## src/pkg/compare_skip_pkg.sv

```systemverilog
`default_nettype none
package compare_skip_pkg;

  // ----------------------------------------------------------------
  // instruction encodings
  // ----------------------------------------------------------------
  localparam logic [6:0]  LESS_PREFIX    = 7'h30;
  localparam logic [6:0]  GREATER_PREFIX = 7'h32;
  localparam logic [15:0] DECIMAL_WORD   = 16'h0007;
  localparam int          ACCESS_FLAG    = 8;

  // ----------------------------------------------------------------
  // addressing
  // ----------------------------------------------------------------
  localparam logic [7:0] ACCESS_SPLIT     = 8'h80;
  localparam logic [3:0] ACCESS_LOW_BANK  = 4'h0;
  localparam logic [3:0] ACCESS_HIGH_BANK = 4'hF;

  // ----------------------------------------------------------------
  // decimal adjust constants
  // ----------------------------------------------------------------
  localparam logic [3:0] BCD_LIMIT  = 4'h9;
  localparam logic [8:0] LOW_ADJUST = 9'h006;
  localparam logic [8:0] HIGH_ADJUST = 9'h060;

  // ----------------------------------------------------------------
  // types
  // ----------------------------------------------------------------
  typedef enum logic [1:0] {
    PH_Q1 = 2'b00,
    PH_Q2 = 2'b01,
    PH_Q3 = 2'b10,
    PH_Q4 = 2'b11
  } phase_t;

  typedef enum logic [1:0] {
    ST_EXEC   = 2'b00,
    ST_FLUSH1 = 2'b01,
    ST_FLUSH2 = 2'b10
  } exec_state_t;

  typedef enum logic [1:0] {
    OP_NONE    = 2'b00,
    OP_LESS    = 2'b01,
    OP_GREATER = 2'b10,
    OP_DECIMAL = 2'b11
  } op_t;

  typedef struct packed {
    logic        read;
    logic [11:0] addr;
  } mem_req_t;

  typedef struct packed {
    logic       write;
    logic [7:0] value;
    logic       carry;
  } acc_wr_t;

endpackage : compare_skip_pkg
`default_nettype wire

```

## src/logic/compare_skip_decimal_adjust.sv

```systemverilog
// Operation
// - A word whose top seven bits are 0110000 is compare-skip-if-less, with access flag and file address below.
// - The byte is compared with the accumulator by unsigned subtraction; skip when byte < accumulator, no write.
// - A taken skip discards the prefetched instruction and runs an idle cycle with four no-operation phases.
// - Each compare-skip is one word and takes one cycle, or two when the skip over a one-word instruction is taken.
// - A skip over a two-word instruction inserts two idle cycles, three cycles in total.
// - Access flag 0 takes the operand from the shared access bank, ignoring the bank select register.
// - Access flag 1 takes the operand bank from the bank select register.
// - Compare-skip decodes in Q1, reads the byte in Q2, compares in Q3 and writes nothing in Q4.
`default_nettype none
module compare_skip_decimal_adjust
  import compare_skip_pkg::*;
(
  input  wire logic        clk,
  input  wire logic        rst_n,
  input  wire logic [15:0] instrWord,
  input  wire logic        nextTwoWord,
  input  wire logic [3:0]  bankSelect,
  input  wire logic [7:0]  accIn,
  input  wire logic        carryIn,
  input  wire logic        digitCarryIn,
  input  wire logic [7:0]  memData,
  output var  phase_t      phase,
  output var  mem_req_t    memReq,
  output var  acc_wr_t     accWr,
  output var  logic        discardNext
);

  // ----------------------------------------------------------------
  // decode helpers
  // ----------------------------------------------------------------
  function automatic op_t decodeOp(input logic [15:0] word);
    op_t result;
    result = OP_NONE;
    if (word[15:9] == LESS_PREFIX)
      result = OP_LESS;
    else if (word[15:9] == GREATER_PREFIX)
      result = OP_GREATER;
    else if (word == DECIMAL_WORD)
      result = OP_DECIMAL;
    return result;
  endfunction : decodeOp

  function automatic logic isCompare(input op_t o);
    return (o == OP_LESS) || (o == OP_GREATER);
  endfunction : isCompare

  function automatic logic [11:0] formAddr(input logic a, input logic [7:0] f, input logic [3:0] bank);
    logic [3:0] b;
    b = bank;
    if (!a)
      b = (f < ACCESS_SPLIT) ? ACCESS_LOW_BANK : ACCESS_HIGH_BANK;
    return {b, f};
  endfunction : formAddr

  // returns {carry, value}
  function automatic logic [8:0] decimalAdjust(input logic [7:0] v, input logic digitCarry, input logic c);
    logic [8:0] t;
    logic [8:0] r;
    t = {1'b0, v};
    if (v[3:0] > BCD_LIMIT || digitCarry)
      t = t + LOW_ADJUST;
    r = t;
    if (t[7:4] > BCD_LIMIT || c || t[8])
      r = t + HIGH_ADJUST;
    return {c | t[8] | r[8], r[7:0]};
  endfunction : decimalAdjust

  // ----------------------------------------------------------------
  // state
  // ----------------------------------------------------------------
  exec_state_t state;
  exec_state_t next_state;
  phase_t      next_phase;
  op_t         op;
  op_t         next_op;
  logic [7:0]  operand;
  logic [7:0]  next_operand;
  logic        skip;
  logic        next_skip;
  mem_req_t    next_memReq;
  acc_wr_t     next_accWr;
  logic        next_discardNext;
  logic [8:0]  difference;
  logic [8:0]  adjusted;

  assign difference = {1'b0, operand} - {1'b0, accIn};
  assign adjusted   = decimalAdjust(operand, digitCarryIn, carryIn);

  always_comb
  begin
    next_phase       = phase_t'(phase + 2'h1);
    next_state       = state;
    next_op          = op;
    next_operand     = operand;
    next_skip        = skip;
    next_memReq      = memReq;
    next_accWr       = accWr;
    next_discardNext = discardNext;
    case (phase)
      PH_Q1:
      begin
        if (state == ST_EXEC)
        begin
          next_op          = decodeOp(instrWord);
          next_memReq.addr = formAddr(instrWord[ACCESS_FLAG], instrWord[7:0], bankSelect);
          next_memReq.read = isCompare(decodeOp(instrWord));
        end
        else
        begin
          next_op          = OP_NONE;
          next_memReq.read = 1'b0;
        end
      end
      PH_Q2:
      begin
        next_memReq.read = 1'b0;
        if (isCompare(op))
          next_operand = memData;
        else if (op == OP_DECIMAL)
          next_operand = accIn;
      end
      PH_Q3:
      begin
        if (op == OP_LESS)
          next_skip = difference[8];
        else if (op == OP_GREATER)
          next_skip = !difference[8] && (difference[7:0] != 8'h00);
        else if (op == OP_DECIMAL)
        begin
          next_accWr.write = 1'b1;
          next_accWr.value = adjusted[7:0];
          next_accWr.carry = adjusted[8];
        end
      end
      PH_Q4:
      begin
        next_accWr.write = 1'b0;
        if (skip)
        begin
          next_skip        = 1'b0;
          next_op          = OP_NONE;
          next_discardNext = 1'b1;
          next_state       = nextTwoWord ? ST_FLUSH2 : ST_FLUSH1;
        end
        else
        begin
          case (state)
            ST_FLUSH2: next_state = ST_FLUSH1;
            ST_FLUSH1:
            begin
              next_state       = ST_EXEC;
              next_discardNext = 1'b0;
            end
            default:   next_state = ST_EXEC;
          endcase
        end
      end
      default: next_phase = PH_Q1;
    endcase
  end

  always_ff @(posedge clk or negedge rst_n)
  begin
    if (!rst_n)
    begin
      phase       <= PH_Q1;
      state       <= ST_EXEC;
      op          <= OP_NONE;
      operand     <= 8'h00;
      skip        <= 1'b0;
      memReq      <= '0;
      accWr       <= '0;
      discardNext <= 1'b0;
    end
    else
    begin
      phase       <= next_phase;
      state       <= next_state;
      op          <= next_op;
      operand     <= next_operand;
      skip        <= next_skip;
      memReq      <= next_memReq;
      accWr       <= next_accWr;
      discardNext <= next_discardNext;
    end
  end
endmodule : compare_skip_decimal_adjust
`default_nettype wire

```

## config.mk

```make
export PLATFORM = sky130hd
export DESIGN_NAME = compare_skip_decimal_adjust
export DESIGN_NICKNAME = d
export VERILOG_FILES = /design/src/pkg/compare_skip_pkg.sv /design/src/logic/compare_skip_decimal_adjust.sv
export SDC_FILE = /design/constraint.sdc
export NUM_CORES = 1
export LEC_CHECK = 0
export BUFFER_PORTS_ARGS = -buffer_cell sky130_fd_sc_hd__buf_2
export CAP_MARGIN = 15
export CELL_PAD_IN_SITES_DETAIL_PLACEMENT = 1
export CELL_PAD_IN_SITES_GLOBAL_PLACEMENT = 2
export CORE_ASPECT_RATIO = 0.8
export CORE_MARGIN = 2
export CORE_UTILIZATION = 32
export CTS_BUF_LIST = sky130_fd_sc_hd__clkbuf_8
export DETAILED_ROUTE_END_ITERATION = 10
export HOLD_SLACK_MARGIN = 0.1
export PLACE_DENSITY = 0.86
export SLEW_MARGIN = 40
export SYNTH_ARGS = -nofsm -noshare
export SYNTH_HDL_FRONTEND = slang
export SYNTH_SLANG_ARGS = --single-unit
```

## constraint.sdc

```tcl
create_clock -name clk -period 2.8 [get_ports clk]
set_clock_uncertainty 0.05 [all_clocks]
set_input_delay 0.56 -clock clk [delete_from_list [all_inputs] [get_ports clk]]
set_output_delay 0.56 -clock clk [all_outputs]
set_load 0.01 [all_outputs]
```

---- Word-level counts from Yosys, hierarchy flattened ----
Index checks and enable logic that the tools add are counted.
storage, ports and cells
  logic and storage cells ................. 90
  input bits .............................. 41
  output and inout bits ................... 26
  flip-flop bits (word level) ............. 39
cells by class
  eq/ne operators ......................... 18
  bitwise logic cells ..................... 4
  order comparisons ....................... 3
  reduce and logical (&&, ||, !) cells .... 22
  add/subtract/negate cells ............... 4
  muxes and demuxes ....................... 28
operators with widths
  kind                 count
  $mux 10              3
  $mux 2               9
  $mux 9               2
  $eq 16x3->1 const B  1
  $mux 8               2
  $eq 7x6->1 const B   2
  $eq 2x2->1 const B   6
  $reduce_and 2->1     5
  $reduce_bool 2->1    5
  $add 8x3->9 const B  1
  $add 9x7->9 const B  1
  $sub 8x8->9          1
  $eq 2x1->1 const B   4
  $gt 4x4->1 const B   2
  $lt 8x8->1 const B   1
  $mux 4               2
  $ne 2x2->1 const B   4
  $reduce_and 4->1     2
  $reduce_bool 8->1    1
  $mux 1               6
  $pmux 1 s2           3
  $logic_or 1x1->1     5
  $logic_not 2->1      2
  $pmux 2 s2           1
  other kinds (6)      8

---- Longest topological paths before layout ----
  word-level depth ........................ 12
  mapped depth ............................ 9
  mapped depth without buffers ............ 9

---- Least setup slack after synthesis ----
OpenSTA, ideal clock, no wires.
  path type ............................... input to register
  start point ............................. input accIn[0]
  end point ............................... register skip
  library setup time ...................... 0.126 ns
  required time ........................... 2.624 ns
  arrival time ............................ 2.141 ns
  cell stages on the path ................. 8
  path slack .............................. 0.483 ns
  cell sequence ........................... ha_1 > fa_1 > nor2b_1 > o22ai_2 > xnor2_1 > a311oi_2 > nand4_1 > a221o_1
between the ends
  cells in the longest elaborated chain, start to end .. 6
  elaborated cells on any way between the ends .. 7
  classes of those cells .................. add/sub: 1; mux: 3; reduce/logical: 3
ends and longest elaborated chain
  element                                                      RTL line                            text
  start: declaration                                           compare_skip_decimal_adjust.sv:19   input wire logic [7:0] accIn,
  $sub 8x8->9 *                                                compare_skip_decimal_adjust.sv:87   assign difference = {1'b0, operand} - {1'b0, accIn};
  $reduce_bool 8->1 / $logic_not 1->1 (equally long branches)  compare_skip_decimal_adjust.sv:128  next_skip = !difference[8] && (difference[7:0] != 8'h00);
  $logic_and 1x1->1                                            compare_skip_decimal_adjust.sv:128
  $mux 1                                                       compare_skip_decimal_adjust.sv:127  else if (op == OP_GREATER)
  $mux 1 *                                                     compare_skip_decimal_adjust.sv:125  if (op == OP_LESS)
  $pmux 1 s2 *                                                 compare_skip_decimal_adjust.sv:100  case (phase)
  end signal: assignment                                       compare_skip_decimal_adjust.sv:182  skip <= next_skip;
  end: declaration                                             compare_skip_decimal_adjust.sv:79   logic skip;
Mark *: on every way between the ends. The rest lies on a longest branch, timed or not. The select of a mux whose other input is x is not followed.
A chain may end at the register's enable or synchronous reset.

---- Worst setup path in the final report ----
  start point ............................. register operand[1]
  end point ............................... register skip
between the ends
  cells in the longest elaborated chain, start to end .. 6
  elaborated cells on any way between the ends .. 7
  classes of those cells .................. add/sub: 1; mux: 3; reduce/logical: 3
ends and longest elaborated chain
  element                                                      RTL line                            text
  start: declaration                                           compare_skip_decimal_adjust.sv:77   logic [7:0] operand;
  start signal: assignment                                     compare_skip_decimal_adjust.sv:181  operand <= next_operand;
  $sub 8x8->9 *                                                compare_skip_decimal_adjust.sv:87
  $reduce_bool 8->1 / $logic_not 1->1 (equally long branches)  compare_skip_decimal_adjust.sv:128
  $logic_and 1x1->1                                            compare_skip_decimal_adjust.sv:128
  $mux 1                                                       compare_skip_decimal_adjust.sv:127
  $mux 1 *                                                     compare_skip_decimal_adjust.sv:125
  $pmux 1 s2 *                                                 compare_skip_decimal_adjust.sv:100
Marks and branches as above.

==> results.ini <==
[die]
dieHeight_um=81.56
core_area_um2=7357
die_area_um2=8233
ios=67
rows=28
initial_utilization_pct=32.70
die_x_um=100.9

[worst_setup_path]
cp_top_family=compound AO/OA/AOI/OAI gates
endpoint_kind=flop
crit_fanout=6
rr_startpoint=operand[1]$_DFFE_PN0P_
crit_chain=inv_1 > fa_1 > nor2b_1 > o22ai_2 > xnor2_1 > a311oi_2 > nand4_1 > a221o_1
regToRegSetupSlack_ns=0.48
r2r-end=skip$_DFFE_PN0P_
cp-start-kind=flop
worstSetupPathType=flop to flop
cp_slowest_cell=dfrtp_1
r2r_cells=8
path_buf_inv=1
arrival_ns=2.45
worstPathRequired_ns=2.93
cpPeakStageDelay_ns=0.46

[global_route]
grt_use_total_pct=15.39
grt.overflow.total=0
grt_pass1_vias=2183
antenna_found_initial=0
grt_pass1_wl_mm=10.11
grt_start_max_net_pins=40

[status]
outcome=completed

[cts]
cts_hold_buf=0
clock_latency_ns=0.29
cts_buffers=5
cts_tree=yes
cts_setup_buffers=0
clk_pin_slew_worst_paths_ns=0.08
cts-resized-gates=0
clock-root-buffer=clkbuf_8
cts_buffer_depth=2
clock-sinks=39
h-tree-depth=2

[logic_synthesis]
synth_cell_types=50
synth_top_area_share_pct=40.56
post-synth-top-count-cell=dfrtp_1
synth_edf_count=0
netlist_top_cells_count=dfrtp_1 (39), nand2_1 (26), o21ai_0 (21)
synthTopCellsByArea=dfrtp_1 (41%), ha_1 (9.4%), o21ai_0 (4.4%), mux2_2 (4.2%), nand2_1 (4.1%)
yosysTopAreaCell=dfrtp_1
synth_nets=309
synth_top_flop_cell=dfrtp_1
mappedNetlistArea_um2=2406
syn_area_per_cell_um2=9.663
synth_seq_cells=39
synthArstFlopShare_pct=100.0
synth-seq-area-share_pct=40.56
synth_warnings=0
syn_inst=249

[worst_hold_path]
hp-class=primary input to async pin

[timing]
period_needed_ns=2.324
hold_violations=0
rsz0062_at_grt=false
finalSetupTns_ns=0
slew_violations=0
slew_headroom_pct=60.94
tightestPinTransition_ns=0.5859
setup_viol=0
period_share_pct=82.98
fmaxAchievable_mhz=430.4

[detailed_routing]
routed_wl_mm=6.061
detail-route-antenna-nets=0
drt_iter0_markers=34
drcViolationCount=0
wl_per_cell_um=14.78
vias_per_cell=5.041
firstDrtPassIters=4
num_vias=2067

[pwr]
switching_share_pct=31.39
power.leakage_nw=1.377
peakVddDrop_mv=0.2313
pwr-share-seq_pct=46.5
power_density_nw_per_um2=455.8
p_int_w=0.0009146
comb_power_share_pct=25.3
p_sw_w=0.0004184
power_frac_clock_pct=28.2
total_power_w=0.001333

[place]
hpwl_mm=4.735
gp_congestion=0.7793
port_buffers=66

[finish]
nets=379
fill_cells=890
drive_gt1_share_pct=29.69
antennaDiodeCount=0
area_delta_synth_final_pct=21.53

[flow_run]
max_cap_violations=0

[cell type report]
class	instances	area, µm²	area share (%)
multi-input cells	189	1343	45.91
flip-flops and latches	39	975.9	33.38
repair buffers	68	347.8	11.90
well taps	90	112.6	3.851
clock buffers	5	68.82	2.353
inverters	16	60.06	2.054
clock inverters	3	16.27	0.5563
[cells in the final DEF (no fill, tap or decap), types with 6 or more instances in the layout]
| cell type | synthesis | final |
|---|---|---|
| nand3_1 | 6 | 6 |
| o21ai_0 | 21 | 21 |
| xnor2_1 | 6 | 6 |
| mux2_2 | 9 | 9 |
| mux2i_1 | 9 | 9 |
| nand2_1 | 26 | 26 |
| ha_1 | 18 | 18 |
| a21oi_1 | 17 | 17 |
| nor2_1 | 17 | 17 |
| inv_1 | 16 | 17 |
| dfrtp_1 | 39 | 39 |
| buf_2 | 1 | 65 |
[per-stage QoR]
stage / std cells / hold slack (ns) / setup WS [ns] / area (µm²) / util (%)
after global routing: 410 / 0.2222 / 0.3511 / 2924 / 39.74
final: 410 / 0.1947 / 0.4765 / 2924 / 39.74
after global placement: 402 / 0.4123 / 0.2775 / 2836 / 38.55
after floorplan: 249 / 0.2144 / 0.4833 / 2406 / -
after CTS: 410 / 0.2092 / 0.4554 / 2924 / 39.74
after detailed placement: 402 / 0.4182 / 0.1858 / 2839 / 38.59
[worst register-to-register path, stage by stage (launching register included)]
cell	delay (ns)
dfrtp_1	0.46
inv_1	0.14
fa_1	0.45
nor2b_1	0.21
o22ai_2	0.11
xnor2_1	0.14
a311oi_2	0.19
nand4_1	0.12
a221o_1	0.34
[cells by family (layout without fill, tap and decap cells)]
family,count (synthesis),count (layout),share of synthesized area [%]
DFF,39,39,40.56
adders and majority gates,19,19,10.19
AOI/OAI and AO/OA,59,59,15.60
and+or+nand+nor,83,83,18.41
buffers and inverters,21,92,3.640
muxes,18,18,7.957
xor gates and xnor gates,10,10,3.640
[registers in the layout, indices dropped and copies added, names as in the netlist]
signal and cells:
accWr 10, phase 2, memReq 13, op 2, discardNext 1, state 2, operand 8, skip 1
[per-layer routing]
| layer | track usage (%) | part of all wire [%] | up-vias |
|---|---|---|---|
| met5 | 0 | 0 | - |
| met3 | 3.064 | 6.1 | 4 |
| met1 | 20.01 | 49 | 975 |
| met4 | 2.838 | 0.41 | 0 |
| met2 | 27.00 | 44 | 62 |
| li1 | - | - | 1026 |
[power by group through the flow]
stage          combinational, W  sequential [W]  clock [W]
2_1_floorplan          0.000221        0.000631          0
3_3_place_gp           0.000330        0.000630          0
3_5_place_dp           0.000339        0.000632          0
4_1_cts                0.000341        0.000621   0.000395
5_1_grt                0.000383        0.000625   0.000418
6_report               0.000338        0.000620   0.000376
[worst max-delay path by stage]
stage / startpoint / end / slack [ns] / cells after the start
after floorplan: accIn[0] / skip$_DFFE_PN0P_ / 0.48 / 8
after global placement: accIn[0] / skip$_DFFE_PN0P_ / 0.28 / 9
after detailed placement: accIn[0] / skip$_DFFE_PN0P_ / 0.19 / 9
after CTS: operand[1]$_DFFE_PN0P_ / skip$_DFFE_PN0P_ / 0.46 / 8
after global routing: operand[1]$_DFFE_PN0P_ / skip$_DFFE_PN0P_ / 0.35 / 8
final: operand[1]$_DFFE_PN0P_ / skip$_DFFE_PN0P_ / 0.48 / 8
(Power assumes the default switching activity.)
